## src/hw/eipc_irq_d_fix.sv

```systemverilog
// Spare design file without logic; the whole block lives in eipc_top


```

## src/hw/eipc_pkg.sv

```systemverilog
// Constants, types and register map of the external interrupt priority controller
package eipc_pkg;
   // Register indices; byte address is four times the index
   localparam logic [7:0] IDX_CC    = 8'h30;
   localparam logic [7:0] IDX_PRIO0 = 8'h37;
   localparam logic [7:0] IDX_PRIO3 = 8'h3A;
   localparam logic [7:0] IDX_SENS0 = 8'h3B;
   localparam logic [7:0] IDX_SENS1 = 8'h3C;
   localparam logic [7:0] IDX_EN_A  = 8'h3D;
   localparam logic [7:0] IDX_EN_E  = 8'h41;
   localparam logic [7:0] IDX_FL_A  = 8'h42;
   localparam logic [7:0] IDX_FL_E  = 8'h46;
   // Reset values
   localparam logic [7:0] CC_RESET   = 8'hEA;
   localparam logic [7:0] PRIO_RESET = 8'hFF;
   localparam logic [7:0] REG_ZERO   = 8'h00;
   // Field positions, vector and group counts
   localparam int CC_HI_BIT = 5;
   localparam int CC_LO_BIT = 3;
   localparam int NUM_VEC   = 14;
   localparam int NUM_GRP   = 5;
   localparam int EXT_BASE  = 4;
   // Priority codes
   localparam logic [1:0] PRIO_L0 = 2'h2;
   localparam logic [1:0] PRIO_L1 = 2'h1;
   localparam logic [1:0] PRIO_L2 = 2'h0;
   localparam logic [1:0] PRIO_L3 = 2'h3;
   // Pin sensitivity modes
   typedef enum logic [1:0] {
      SENS_FALL_LOW = 2'b00,
      SENS_RISE     = 2'b01,
      SENS_FALL     = 2'b10,
      SENS_BOTH     = 2'b11
   } eipc_sens_e;
   // Events from the CPU core
   typedef struct packed {
      logic       enter;
      logic [3:0] vec;
      logic       nmi;
      logic       ret;
      logic       cc_load;
      logic [7:0] cc_val;
   } eipc_cpu_evt_s;
endpackage

```

## src/hw/eipc_top.sv

```systemverilog
// Interrupt priority, pin sensing and flag logic with a Wishbone register slave
//
// The Wishbone slave port and the register offsets were chosen for this implementation.
module eipc_top (
   input  wire logic                   clock_i,
   input  wire logic                   rst_i,
   input  wire logic                   cyc_i,
   input  wire logic                   stb_i,
   input  wire logic                   we_i,
   input  wire logic [9:0]             adr_i,
   input  wire logic [31:0]            dat_i,
   input  wire logic [3:0]             sel_i,
   output      logic                   ack_o,
   output      logic [31:0]            dat_o,
   input  wire eipc_pkg::eipc_cpu_evt_s cpu_evt_i,
   input  wire logic [13:0]            vec_pend_i,
   input  wire logic [39:0]            pin_i,
   output      logic [7:0]             cc_o,
   output      logic [27:0]            vec_prio_o,
   output      logic [4:0]             grp_irq_o,
   output      logic                   reenter_o
);

   //------------------------------------------------------------
   // State
   //------------------------------------------------------------
   logic [7:0]       cc_q;
   logic [7:0]       cc_d;
   logic [3:0][7:0]  prio_q;
   logic [3:0][7:0]  prio_d;
   logic [7:0]       sens0_q;
   logic [7:0]       sens0_d;
   logic [1:0]       sens1_q;
   logic [1:0]       sens1_d;
   logic [39:0]      en_q;
   logic [39:0]      en_d;
   logic [39:0]      flag_q;
   logic [39:0]      flag_d;
   logic [39:0]      sync1_q;
   logic [39:0]      sync2_q;
   logic [39:0]      prev_q;
   logic             ack_q;
   logic [7:0]       dat_q;
   logic [3:0]       run_vec_q;
   logic             run_q;
   logic             reenter_q;
   logic             reenter_d;
   logic [4:0]       irq_q;

   //------------------------------------------------------------
   // Level of a priority code, 0 lowest
   //------------------------------------------------------------
   function automatic logic [1:0] code_level(input logic [1:0] code);
      logic [1:0] lv;
      lv = 2'h3;
      case (code)
         eipc_pkg::PRIO_L0: lv = 2'h0;
         eipc_pkg::PRIO_L1: lv = 2'h1;
         eipc_pkg::PRIO_L2: lv = 2'h2;
         default:           lv = 2'h3;
      endcase
      return lv;
   endfunction

   //------------------------------------------------------------
   // Bus decode
   //------------------------------------------------------------
   logic [7:0] idx;
   logic [7:0] poff;
   logic [7:0] eoff;
   logic [7:0] foff;
   logic       req;
   logic       wr;
   logic       hit_cc;
   logic       hit_prio;
   logic       hit_s0;
   logic       hit_s1;
   logic       hit_en;
   logic       hit_fl;
   logic [7:0] wdat;
   logic       at_l3;

   // Register index and hit per register group
   assign idx      = adr_i[9:2];
   assign poff     = idx - eipc_pkg::IDX_PRIO0;
   assign eoff     = idx - eipc_pkg::IDX_EN_A;
   assign foff     = idx - eipc_pkg::IDX_FL_A;
   assign req      = cyc_i & stb_i;
   assign wr       = req & we_i & sel_i[0] & ack_q; // Takes effect on the acked edge
   assign wdat     = dat_i[7:0];
   assign hit_cc   = (idx == eipc_pkg::IDX_CC);
   assign hit_prio = (idx >= eipc_pkg::IDX_PRIO0) && (idx <= eipc_pkg::IDX_PRIO3);
   assign hit_s0   = (idx == eipc_pkg::IDX_SENS0);
   assign hit_s1   = (idx == eipc_pkg::IDX_SENS1);
   assign hit_en   = (idx >= eipc_pkg::IDX_EN_A) && (idx <= eipc_pkg::IDX_EN_E);
   assign hit_fl   = (idx >= eipc_pkg::IDX_FL_A) && (idx <= eipc_pkg::IDX_FL_E);
   assign at_l3    = cc_q[eipc_pkg::CC_HI_BIT] & cc_q[eipc_pkg::CC_LO_BIT];

   //------------------------------------------------------------
   // Read view of the priority registers
   //------------------------------------------------------------
   logic [3:0][7:0] prio_rd;
   logic [31:0]     prio_flat;

   // Upper half of the last register always reads ones
   assign prio_rd[0] = prio_q[0];
   assign prio_rd[1] = prio_q[1];
   assign prio_rd[2] = prio_q[2];
   assign prio_rd[3] = {4'hF, prio_q[3][3:0]};
   assign prio_flat  = prio_rd;
   assign vec_prio_o = prio_flat[27:0];

   //------------------------------------------------------------
   // Read data mux; unmapped indices read zero
   //------------------------------------------------------------
   logic [7:0] rd_val;
   assign rd_val = hit_cc   ? cc_q :
                   hit_prio ? prio_rd[poff[1:0]] :
                   hit_s0   ? sens0_q :
                   hit_s1   ? {6'h00, sens1_q} :
                   hit_en   ? en_q[{eoff[2:0], 3'h0} +: 8] :
                   hit_fl   ? flag_q[{foff[2:0], 3'h0} +: 8] :
                   eipc_pkg::REG_ZERO;

   //------------------------------------------------------------
   // Priority field writes
   //------------------------------------------------------------
   logic [3:0] wr_prio;
   genvar r;
   genvar f;
   generate
      for (r = 0; r < 4; r++)
      begin : g_prio
         assign wr_prio[r] = wr & hit_prio & (poff[1:0] == 2'(r));
         for (f = 0; f < 4; f++)
         begin : g_fld
            // Level 0 code is refused per field, old value kept
            assign prio_d[r][2*f +: 2] =
               (!wr_prio[r] || (r == 3 && f >= 2)) ? prio_q[r][2*f +: 2] :
               (wdat[2*f +: 2] == eipc_pkg::PRIO_L0) ? prio_q[r][2*f +: 2] :
               wdat[2*f +: 2];
         end
      end
   endgenerate

   //------------------------------------------------------------
   // Sensitivity writes and group clear on change
   //------------------------------------------------------------
   logic [4:0][1:0] sens_cur;
   logic [4:0][1:0] sens_new;
   logic [4:0]      sens_chg;
   logic            wr_s0;
   logic            wr_s1;

   // Writes only land at level 3
   assign wr_s0   = wr & hit_s0 & at_l3;
   assign wr_s1   = wr & hit_s1 & at_l3;
   assign sens0_d = wr_s0 ? wdat : sens0_q;
   assign sens1_d = wr_s1 ? wdat[1:0] : sens1_q;
   assign sens_cur = {sens1_q, sens0_q};
   assign sens_new = {sens1_d, sens0_d};

   // A changed field drops that group's pending flags
   generate
      for (r = 0; r < eipc_pkg::NUM_GRP; r++)
      begin : g_chg
         assign sens_chg[r] = (sens_new[r] != sens_cur[r]);
      end
   endgenerate

   //------------------------------------------------------------
   // Enable and flag next values
   //------------------------------------------------------------
   logic [39:0] ev_set;
   logic [39:0] sw_clr;
   logic [4:0]  irq_d;
   generate
      for (r = 0; r < eipc_pkg::NUM_GRP; r++)
      begin : g_grp
         logic wr_e;
         logic wr_f;
         assign wr_e = wr & hit_en & (eoff[2:0] == 3'(r));
         assign wr_f = wr & hit_fl & (foff[2:0] == 3'(r));
         assign en_d[8*r +: 8] = wr_e ? wdat : en_q[8*r +: 8];
         // Writing 0 clears, writing 1 leaves the flag alone
         assign sw_clr[8*r +: 8] = (wr_f ? ~wdat : 8'h00) |
                                   (sens_chg[r] ? 8'hFF : 8'h00);
         assign irq_d[r] = |(flag_q[8*r +: 8] & en_q[8*r +: 8]);
      end
   endgenerate

   // Hardware set has priority over any clear
   assign flag_d = ev_set | (flag_q & ~sw_clr);

   //------------------------------------------------------------
   // Pin event detection
   //------------------------------------------------------------
   genvar p;
   generate
      for (p = 0; p < 40; p++)
      begin : g_pin
         logic [1:0] mode;
         logic       rise;
         logic       fall;
         assign mode = sens_cur[p / 8];
         assign rise = sync2_q[p] & ~prev_q[p];
         assign fall = ~sync2_q[p] & prev_q[p];
         // Low level keeps setting in fall-and-low mode
         assign ev_set[p] =
            (mode == eipc_pkg::SENS_FALL_LOW) ? ~sync2_q[p] :
            (mode == eipc_pkg::SENS_RISE)     ? rise :
            (mode == eipc_pkg::SENS_FALL)     ? fall :
            (rise | fall);
      end
   endgenerate

   //------------------------------------------------------------
   // Condition code next value
   //------------------------------------------------------------
   logic [1:0] ent_code;
   logic [4:0] ent_pos;
   // Vectors 14 and 15 have no field and read as level 3
   assign ent_pos  = {cpu_evt_i.vec, 1'b0};
   assign ent_code = prio_flat[ent_pos +: 2];

   // Trap/reset, then entry, then core load, then bus write
   always_comb
   begin
      cc_d = cc_q;
      if (cpu_evt_i.nmi)
      begin
         cc_d[eipc_pkg::CC_HI_BIT] = 1'b1;
         cc_d[eipc_pkg::CC_LO_BIT] = 1'b1;
      end
      else if (cpu_evt_i.enter)
      begin
         cc_d[eipc_pkg::CC_HI_BIT] = ent_code[1];
         cc_d[eipc_pkg::CC_LO_BIT] = ent_code[0];
      end
      else if (cpu_evt_i.cc_load)
      begin
         cc_d = cpu_evt_i.cc_val;
      end
      else if (wr & hit_cc)
      begin
         cc_d = wdat;
      end
   end

   //------------------------------------------------------------
   // Re-entry of the running vector on a raised priority
   //------------------------------------------------------------
   logic [13:0] pend_all;
   logic [4:0]  run_pos;
   logic [1:0]  run_new;
   logic [1:0]  cur_lvl;
   logic [31:0] prio_d_flat;

   // External groups contribute their own request levels
   assign pend_all    = vec_pend_i | {5'h00, irq_q, 4'h0};
   assign prio_d_flat = {4'hF, prio_d[3][3:0], prio_d[2], prio_d[1], prio_d[0]};
   assign run_pos     = {run_vec_q, 1'b0};
   assign run_new     = prio_d_flat[run_pos +: 2];
   assign cur_lvl     = code_level({cc_q[eipc_pkg::CC_HI_BIT], cc_q[eipc_pkg::CC_LO_BIT]});
   assign reenter_d   = run_q & (|wr_prio) & !cpu_evt_i.enter &
                        (run_vec_q < 4'hE) & pend_all[run_vec_q] &
                        (code_level(run_new) > cur_lvl);

   //------------------------------------------------------------
   // Pin synchroniser
   //------------------------------------------------------------
   // Two stages before any edge logic
   // Stages reset to the idle high level so release shows no false event
   always_ff @(posedge clock_i)
   begin
      if (rst_i)
      begin
         sync1_q <= 40'hFF_FFFF_FFFF;
         sync2_q <= 40'hFF_FFFF_FFFF;
         prev_q  <= 40'hFF_FFFF_FFFF;
      end
      else
      begin
         sync1_q <= pin_i;
         sync2_q <= sync1_q;
         prev_q  <= sync2_q;
      end
   end

   //------------------------------------------------------------
   // Register file
   //------------------------------------------------------------
   // Configuration and status registers
   always_ff @(posedge clock_i)
   begin
      if (rst_i)
      begin
         cc_q    <= eipc_pkg::CC_RESET;
         prio_q  <= {4{eipc_pkg::PRIO_RESET}};
         sens0_q <= eipc_pkg::REG_ZERO;
         sens1_q <= 2'h0;
         en_q    <= 40'h00_0000_0000;
         flag_q  <= 40'h00_0000_0000;
         irq_q   <= 5'h00;
      end
      else
      begin
         cc_q    <= cc_d;
         prio_q  <= prio_d;
         sens0_q <= sens0_d;
         sens1_q <= sens1_d;
         en_q    <= en_d;
         flag_q  <= flag_d;
         irq_q   <= irq_d;
      end
   end

   // Running vector tracking for re-entry
   always_ff @(posedge clock_i)
   begin
      if (rst_i)
      begin
         run_q     <= 1'b0;
         run_vec_q <= 4'h0;
         reenter_q <= 1'b0;
      end
      else
      begin
         reenter_q <= reenter_d;
         if (cpu_evt_i.enter)
         begin
            run_q     <= 1'b1;
            run_vec_q <= cpu_evt_i.vec;
         end
         else if (cpu_evt_i.ret | cpu_evt_i.nmi)
         begin
            run_q <= 1'b0;
         end
      end
   end

   //------------------------------------------------------------
   // Wishbone answer
   //------------------------------------------------------------
   // Ack one cycle after the request, dropped the cycle after
   // A write lands on the edge at which the master sees ack high
   always_ff @(posedge clock_i)
   begin
      if (rst_i)
      begin
         ack_q <= 1'b0;
         dat_q <= eipc_pkg::REG_ZERO;
      end
      else
      begin
         ack_q <= req & ~ack_q;
         if (req & ~ack_q)
         begin
            dat_q <= rd_val;
         end
      end
   end

   //------------------------------------------------------------
   // Outputs
   //------------------------------------------------------------
   assign ack_o     = ack_q;
   assign dat_o     = {24'h00_0000, dat_q};
   assign cc_o      = cc_q;
   assign grp_irq_o = irq_q;
   assign reenter_o = reenter_q;

endmodule // eipc_top

```

## config.mk

```make
export PLATFORM = sky130hd
export DESIGN_NAME = eipc_top
export DESIGN_NICKNAME = d
export VERILOG_FILES = /design/src/hw/eipc_irq_d_fix.sv /design/src/hw/eipc_pkg.sv /design/src/hw/eipc_top.sv
export SDC_FILE = /design/constraint.sdc
export NUM_CORES = 1
export LEC_CHECK = 0
export BUFFER_PORTS_ARGS = -buffer_cell sky130_fd_sc_hd__buf_2
export CAP_MARGIN = 5
export CORE_MARGIN = 4
export CORE_UTILIZATION = 30
export CTS_BUF_LIST = sky130_fd_sc_hd__clkbuf_8
export DETAILED_ROUTE_END_ITERATION = 10
export GPL_ROUTABILITY_DRIVEN = 1
export HOLD_SLACK_MARGIN = 0.03
export PLACE_DENSITY = 0.5
export SLEW_MARGIN = 5
export SYNTH_ARGS = -nofsm -noshare
export SYNTH_HDL_FRONTEND = slang
export SYNTH_SLANG_ARGS = --single-unit
```

## constraint.sdc

```tcl
create_clock -name clock_i -period 7.09 [get_ports clock_i]
set_input_delay 0 -clock clock_i [delete_from_list [all_inputs] [get_ports clock_i]]
set_output_delay 0 -clock clock_i [all_outputs]
set_load 0.02 [all_outputs]
```

==> results.md, run 1 <==
- PortBufs: 142
- CP max stage cell: buf_2
- Initial antenna violation count: 1
- Drt first pass iters: 6
- Core ar.: 0.0456 sq mm
- Tmin final: 4.57 ns
- WL/cell: 18.0 um
- Die Y: 223 um
- Asr flop ratio synth: 0%
- Largest net degree at the start of global routing: 116
- Crit path depth: 15
- Post-Route Skew: 0.0349 ns
- Clock Pin Slew Worst Setup and Hold Paths: 0.05 ns
- Crit path buf inv count: 2
- DRC errors left: 0
- Class of the worst hold path: in2reg
- Count of cell types in the netlist: 70
- Hold path depth: 3
- Crit-path leading delay family: compound AO/OA/AOI/OAI gates
- Slew @ Worst Pin: 1.19 ns
- Ys flop type: dfxtp_1
- Skew-Pair Late Insertion Delay: 0.62 ns
- Die area: 0.0497 sq mm
- Post-synth EDFFs: 0
- CTS Buffer Depth: 3
- Syn_area_per_cell: 8.93 sq um
- Setup_tns: 0 ns
- Worst hold slack: 0.105 ns
- Vias in the first global route: 11664
- Slowest Stage Delay on Critical Path: 0.67 ns
- Fill cells: 4631
- CTS Sinks: 266
- Num CTS Buffers: 49
- Reg2Reg Setup Slack: 2.67 ns
- Placer's final routability congestion estimate: 0.953
- GRT Resource Usage Total: 16.8%
- ANT nets after route: 0
- Area Overhead vs Synth: 20.5%
- Leading cell type in the layout, fill and taps excluded: dfxtp_1
- Row cnt: 78
- CTS resizes: 0
- Overall power: 3300 uW
- Max-cap violation count: 0
- Netlist Area Pre-Place: 0.0139 sq mm
- First-pass GRT wire length: 66900 um
- Commonest cells after routing, fill and taps aside: 266 x dfxtp_1, 141 x buf_2, 138 x nand2_1
- Startpoint Class: input pin
- Share of layout cells above drive strength 1: 21.7%
- ANT cells: 0
- R2r worst-path depth: 12
- H-tree levels: 2
- Status: completed
- Final setup violation count: 0
- Final Hold Viols: 0
- Element type at the critical path end: flip-flop
- Initial Utilization: 30.4%
- CP arrival: 5.12 ns
- Setup CP Type: in2reg
- Synth warnings: 0
- Max IR drop VDD: 0.108 mV
- Die width: 223 um
- Seq cells post-synth: 266
- RSZ-0062 raised after global routing: no
- CP Cell Sequence: buf_2 -> ha_1 -> nand2_1 -> o2bb2ai_2 -> nand4_1 -> o21ai_0 -> a21boi_0 -> a21boi_0 -> a41oi_2 -> xor2_1 -> ha_1 -> a211oi_1 -> nand4_1 -> nor2_1 -> dlygate4sd3_1
- Post-CTS Setup Bufs: 0
- Cells after Synth: 1553
- # nets final: 1966
- Period utilization: 64.4%
- Clock Tree Root: clkbuf_8
- Remaining global-route overflow: 0
- Drt initial violations: 840
- DR vias/cell: 4.94
- DR vias: 11725
- Final Max Tran Viols: 0
- DRT Wirelength: 42600 um
- Max-Slew Margin vs Limit: 20.6%
- I/O pin total: 196
- TritonCTS clock tree: yes
- Seq/Total Area, Yosys: 38.4%
- Critical Path RT: 7.65 ns
- Dpl hpwl: 28800 um
- LEAKAGE: 0.00691 uW
- Max Fanout on Critical Path: 34
- Maximum clock frequency: 219 MHz
- CTS Hold Bufs: 108
- Pwr per Cell Area: 197 mW/mm^2
## per-layer routing
metal	up-vias	GRT usage [%]	share of wire, %
li1	5760	-	-
met1	5474	22.4	45
met2	373	26.5	45
met3	118	3.75	6.9
met4	0	7.00	3.8
met5	-	0	0
## metrics by stage
stage	instance area [sq um]	worst slack [ns]	instances	util, %
4_1_cts	16700	2.63	2372	36.7
6_report	16700	2.52	2372	36.7
3_3_place_gp	14800	2.65	2191	32.4
2_1_floorplan	14000	4.07	1576	-
3_5_place_dp	14800	2.47	2191	32.4
5_1_grt	16700	2.23	2372	36.7
## tightest hold or removal path, cell delays in order
cell and delay, ns:
dlygate4sd3_1 0.51, buf_2 0.09, or2_2 0.08
## where the power goes
part | leakage [uW] | switching [uW] | internal (uW)
clock network | 0.000497 | 634 | 749
registers | 0.00218 | 40.6 | 1540
logic | 0.00423 | 180 | 151
total | 0.00691 | 855 | 2440
## area by class of cell
class | count | area [sq um] | share of cell area [%]
flip-flops and latches | 266 | 5330 | 31.9
repair buffers | 259 | 1870 | 11.2
multi-input cells | 1079 | 7540 | 45.1
inverters | 95 | 357 | 2.13
clock inverters | 16 | 91.3 | 0.547
clock buffers | 57 | 785 | 4.69
well taps | 600 | 751 | 4.49
## flip-flops by register name, summed over array words and instances (netlist names)
signal,cells
en_q,40
flag_q,40
prev_q,40
sync1_q,40
sync2_q,40
vec_prio_o,28
cc_o,8
dat_q,8
sens0_q,8
grp_irq_o,5
run_vec_q,4
g_pin.mode,2
ack_o,1
reenter_o,1
run_q,1
## kinds of logic after synthesis
logic type	synth area share, %
compound gates	17.6
xor+xnor	0.758
fa+ha+maj	8.57
buf+inv	7.84
flops	38.4
mux	10.1
other cells	0.0270
simple gates	16.7
## cells in the mapped netlist (all sizes together), types with 2 or more instances
cell | count | area share [%]
a2111oi | 3 | 0.28
a211o | 4 | 0.25
a211oi | 7 | 0.38
a21boi | 3 | 0.16
a21oi | 86 | 3.1
a221o | 5 | 0.36
a22oi | 38 | 2.1
a2bb2oi | 2 | 0.17
a311oi | 7 | 0.44
a31oi | 6 | 0.27
a32oi | 2 | 0.13
a41oi | 15 | 1.0
and2 | 5 | 0.27
and3 | 9 | 0.41
buf | 59 | 3.1
clkbuf | 77 | 2.2
dfxtp | 266 | 38
ha | 95 | 8.6
inv | 94 | 2.5
mux2 | 4 | 0.32
mux2i | 73 | 5.3
mux4 | 28 | 4.5
nand2 | 140 | 3.9
nand2b | 10 | 0.45
nand3 | 9 | 0.32
nand3b | 8 | 0.43
nand4 | 16 | 0.72
nor2 | 114 | 3.1
nor2b | 7 | 0.32
nor3 | 13 | 0.51
nor3b | 2 | 0.11
nor4 | 3 | 0.14
o211ai | 50 | 2.7
o21ai | 111 | 4.0
o21bai | 6 | 0.32
o221ai | 5 | 0.32
o22a | 2 | 0.13
o22ai | 10 | 0.45
o31ai | 3 | 0.16
o32a | 2 | 0.23
o41ai | 5 | 0.32
or2 | 125 | 5.6
xor2 | 11 | 0.69
## path summary, 6_finish.rpt
kind	to	startpoint
worst max register to register	reenter_o	ack_o
worst max-delay path	reenter_o	adr_i[2]
worst min-delay path	sync1_q[27]	pin_i[27]
worst min register to register	sync2_q[19]	sync1_q[19]
(Power assumes the default switching activity.)
==> inputs of run 2 (changes only) <==
Clock period 7.09 ns to 4.4 ns, I/O delays scaled along.
==> run 2 against run 1 <==
Against the previous run: sequential share of layout area down 0.11 points; clock power grew 78%; core utilization up 0.13 points; total power is 68% higher; largest power group unchanged; non-clock buffer count shrank 7; flip-flop and latch count is the same; clock-buffer cell count is 5 higher; cell area is 0.36% higher; routed wire length grew 0.49%; global-route usage down 0.21 points; sequential power increased by 61%; die area unchanged; critical path type unchanged.
==> results.md, run 2 (synthesis results as in run 1) <==
- PortBufs: 142
- Maximum clock frequency: 262 MHz
- Clock Pin Slew Worst Setup and Hold Paths: 0.06 ns
- Die Y: 223 um
- Dpl hpwl: 29800 um
- Slew @ Worst Pin: 1.18 ns
- Tmin final: 3.82 ns
- Final Max Tran Viols: 0
- ANT nets after route: 0
- Fill cells: 4651
- DR vias: 11857
- Period utilization: 86.8%
- Post-route cell area: 0.0168 sq mm
- GRT Resource Usage Total: 16.6%
- Post-CTS Setup Bufs: 0
- R2r worst-path depth: 12
- RSZ-0062 raised after global routing: no
- Max IR drop VDD: 0.164 mV
- Num CTS Buffers: 49
- CTS Sinks: 266
- Area Overhead vs Synth: 21.0%
- Class of the worst hold path: in2reg
- Share of layout cells above drive strength 1: 22.9%
- Pwr per Cell Area: 330 mW/mm^2
- Hold path depth: 3
- Reg2Reg Setup Slack: 0.69 ns
- WL/cell: 18.0 um
- Initial Utilization: 30.4%
- Leading cell type in the layout, fill and taps excluded: dfxtp_1
- # nets final: 1959
- DRC errors left: 0
- Clock Tree Root: clkbuf_8
- Hold path start: pin_i[8]
- Vias in the first global route: 11489
- H-tree levels: 2
- Max-Slew Margin vs Limit: 21.1%
- Final Hold Viols: 0
- Row cnt: 78
- Element type at the critical path end: flip-flop
- ANT cells: 0
- Startpoint Class: input pin
- Setup_tns: 0 ns
- First-pass GRT wire length: 66200 um
- Core ar.: 0.0456 sq mm
- Commonest cells after routing, fill and taps aside: 266 x dfxtp_1, 141 x buf_2, 138 x nand2_1
- Remaining global-route overflow: 0
- Worst Hold Endpoint: sync1_q[8]
- LEAKAGE: 0.00699 uW
- Largest net degree at the start of global routing: 99
- Drt first pass iters: 5
- Setup CP Type: in2reg
- Max-cap violation count: 0
- Multi-input logic area: 0.00754 sq mm
- Register area: 0.00533 sq mm
- Max Fanout on Critical Path: 6
- Post-layout util: 36.8%
- DR vias/cell: 4.98
- CP arrival: 4.38 ns
- Skew-Pair Late Insertion Delay: 0.61 ns
- Final setup violation count: 0
- Capturing point of the worst reg2reg path: reenter_o
- TritonCTS clock tree: yes
- Reg-to-reg startpoint: run_vec_q[1]
- Initial antenna violation count: 2
- Die width: 223 um
- Die area: 0.0497 sq mm
- Placer's final routability congestion estimate: 0.912
- Post-Route Skew: 0.0362 ns
- Placed inst area: 0.0148 sq mm
- Status: completed
- Critical Path RT: 4.96 ns
- Drt initial violations: 891
- I/O pin total: 196
- CTS Buffer Depth: 3
- DRT Wirelength: 42800 um
==> run 2: cell count changes in the layout (fill, tap and decap cells not counted), sizes merged <==
cell and delta:
dlygate4sd3 -14, clkinv +9, buf +7, clkbuf +5, bufinv +1, clkinvlp +1, inv -1
==> run 2: cell type report <==
cell class              count  area share, %
repair buffers            252           10.6
clock inverters            26           1.01
flip-flops and latches    266           31.7
multi-input cells        1079           44.9
well taps                 600           4.48
inverters                  95           2.13
clock buffers              62           5.09
==> run 2: how the worst max path moves through the flow <==
stage | start | to | slack, ns | cells after the start
final | stb_i | reenter_o | 0.58 | 16
after global routing | adr_i[3] | reenter_o | 0.25 | 15
after CTS | stb_i | reenter_o | 0.68 | 16
after detailed placement | adr_i[3] | reenter_o | 0.57 | 14
after global placement | adr_i[3] | reenter_o | 0.59 | 14
after floorplan | adr_i[2] | reenter_o | 1.38 | 16
==> run 2: worst max-delay path, cell delays in order <==
cell           delay (ns)
dlygate4sd3_1        0.54
buf_2                0.11
and4_1               0.35
dlygate4sd3_1        0.65
nand3_1              0.11
nor3_1               0.46
a21oi_1              0.17
o21ba_2              0.22
o32a_1               0.18
o31ai_1              0.12
xor2_1               0.20
ha_1                 0.27
a211oi_1             0.24
nand4_1              0.11
nor2_1               0.11
dlygate4sd3_1        0.54
==> run 2: metrics by stage <==
step	cells	hold slack (ns)	power [uW]	setup WS, ns
after floorplan	1576	0.102	2910	1.38
after global placement	2198	0.183	3060	0.590
after detailed placement	2198	0.185	3060	0.570
after CTS	2380	0.0379	5630	0.679
after global routing	2380	0.0785	5800	0.249
final	2380	0.101	5540	0.582
==> run 2: layer usage <==
| layer | vias to the layer above | global-route usage [%] | part of all wire [%] |
|---|---|---|---|
| li1 | 5750 | - | - |
| met4 | 4 | 6.48 | 3.1 |
| met5 | - | 0 | 0.063 |
| met3 | 99 | 3.43 | 6.5 |
| met2 | 366 | 26.3 | 45 |
| met1 | 5638 | 22.3 | 45 |
==> run 2: timing repair <==
| item | 4_1_cts | 5_1_grt |
|---|---|---|
| setup endpoints to repair | 0 | 0 |
| hold buffers | 94 | 0 |
| hold endpoints to repair | 141 | 0 |
| gates resized for setup | 0 | 0 |
==> run 2: power breakdown <==
part / switching, uW / internal (uW) / leakage, uW
Clock: 1070 / 1380 / 0.000577
Sequential: 65.6 / 2480 / 0.00218
Combinational: 295 / 236 / 0.00423
Total: 1430 / 4100 / 0.00699
==> inputs of run 3 (changes only) <==
Settings changed: PLACE_DENSITY 0.5 to unset, PLACE_DENSITY_LB_ADDON set to 0.15.
==> run 3 against run 2 <==
Against the previous run: non-clock buffer count fell by 3; hold slack got worse by 0.016 ns; core utilization barely moved; combinational power barely moved; die area did not move.
==> results.md, run 3 (synthesis results as in run 1) <==
- CP Cell Sequence: buf_2 -> ha_1 -> nand2b_1 -> o2bb2ai_2 -> nand4_1 -> o21ai_0 -> a21boi_0 -> a21boi_0 -> a41oi_2 -> xor2_1 -> ha_1 -> a211oi_1 -> nand4_1 -> nor2_1 -> dlygate4sd3_1
- DRC errors left: 0
- PortBufs: 142
- TritonCTS clock tree: yes
- CP max stage cell: dlygate4sd3_1
- # nets final: 1957
- Vias in the first global route: 11562
- Remaining global-route overflow: 0
- CTS Sinks: 266
- Max Fanout on Critical Path: 17
- Reg2Reg Setup Slack: 0.43 ns
- Final setup violation count: 0
- Max IR drop VDD: 0.217 mV
- GRT Resource Usage Total: 17.1%
- Die Y: 223 um
- Num CTS Buffers: 50
- Skew-Pair Late Insertion Delay: 0.61 ns
- Capturing point of the worst reg2reg path: reenter_o
- Die width: 223 um
- Row cnt: 78
- Maximum clock frequency: 249 MHz
- Setup CP Type: in2reg
- Routed met2 length: 20100 um
- Overall power: 5530 uW
- Die area: 0.0497 sq mm
- CTS Hold Bufs: 91
- Element type at the critical path end: flip-flop
- WL/cell: 18.3 um
- LEAKAGE: 0.00699 uW
- DR vias/cell: 4.93
- Metal-1 WL: 20000 um
- Area Overhead vs Synth: 20.9%
- Critical Path RT: 4.94 ns
- Largest net degree at the start of global routing: 145
- CP endpoint: reenter_o
- Period utilization: 91.4%
- Post-CTS Setup Bufs: 0
- First-pass GRT wire length: 68000 um
- Worst hold slack: 0.0849 ns
- Reg-to-reg startpoint: ack_o
- Core ar.: 0.0456 sq mm
- Max-Slew Margin vs Limit: 21.8%
- I/O pin total: 196
- Setup_tns: 0 ns
- R2r worst-path depth: 12
- ANT nets after route: 0
- Initial Utilization: 30.4%
- CTS Buffer Depth: 3
- CP arrival: 4.57 ns
- DRT Wirelength: 43600 um
- Startpoint Class: input pin
- Tmin final: 4.02 ns
- DR vias: 11725
- Pwr per Cell Area: 330 mW/mm^2
- CTS resizes: 0
- Fill cells: 4671
- Post-Route Skew: 0.0199 ns
- Slew @ Worst Pin: 1.17 ns
- Commonest cells after routing, fill and taps aside: 266 x dfxtp_1, 141 x buf_2, 138 x nand2_1
- Slowest Stage Delay on Critical Path: 0.54 ns
- RSZ-0062 raised after global routing: no
- Drt first pass iters: 5
- Clock Pin Slew Worst Setup and Hold Paths: 0.06 ns
- Leading cell type in the layout, fill and taps excluded: dfxtp_1
- Drt initial violations: 775
- Final Hold Viols: 0
- Max layer used: met4
- Status: completed
- Clock Tree Root: clkbuf_8
- ANT cells: 0
- Class of the worst hold path: in2reg
- Met3 wire length: 2230 um
- Final Max Tran Viols: 0
- Max-cap violation count: 0
- Dpl hpwl: 30100 um
- H-tree levels: 2
- Initial antenna violation count: 1
- Crit. Startpoint: adr_i[3]
- Placer's final routability congestion estimate: 0.912
- Share of layout cells above drive strength 1: 22.7%
- Post-layout util: 36.8%
run 3: cell types whose count changed in the layout (fill, tap and decap cells not counted):
cell           previous run  this run
buf_4                    16        15
dlygate4sd3_1            94        91
inv_1                   106       110
clkinv_2                 10         4
clkinvlp_4                2         1
bufinv_16                 2         1
buf_12                    0         1
clkbuf_8                 62        66
run 3: metal layers:
| metal | GRT usage (%) | vias up |
|---|---|---|
| li1 | - | 5742 |
| met1 | 22.9 | 5559 |
| met2 | 27.8 | 341 |
| met3 | 2.95 | 83 |
| met4 | 6.16 | 0 |
| met5 | 0 | - |
run 3: through the flow:
step / setup WS, ns / area [sq um] / cells
floorplan: 1.38 / 14000 / 1576
global placement: 0.492 / 14800 / 2198
detailed placement: 0.347 / 14800 / 2198
CTS: 0.482 / 16800 / 2377
global route: 0.0391 / 16800 / 2377
finish: 0.378 / 16800 / 2377
run 3: area by class of cell:
type	count	area [sq um]	area share (%)
sequential	266	5330	31.8
timing repair buffer	249	1760	10.5
tap	600	751	4.48
multi-input combinational	1079	7540	45.0
clock inverter	22	118	0.702
inverter	95	357	2.13
clock buffer	66	908	5.42
run 3: how the worst min path moves through the flow:
stage / cells past startpoint / start / endpoint
3_5_place_dp: 2 / pin_i[10] / sync1_q[10]
2_1_floorplan: 1 / rst_i / ack_o
6_report: 4 / cpu_evt_i[15] / cc_o[0]
3_3_place_gp: 2 / pin_i[33] / sync1_q[33]
4_1_cts: 4 / cpu_evt_i[15] / cc_o[0]
5_1_grt: 3 / pin_i[7] / sync1_q[7]
run 3: worst max-delay path, delay by kind of cell:
family / cells / cell delay (ns)
AO/OA/AOI/OAI: 6 / 1.56
adder cells (fa/ha/maj): 2 / 0.76
AND/OR/NAND/NOR: 4 / 1.11
buffers and inverters: 2 / 0.92
XOR/XNOR: 1 / 0.18
run 3: power by group:
group          internal, uW  switching [uW]  total [uW]
Sequential             2490            65.9        2550
Combinational           238             295         533
Clock                  1390            1060        2450
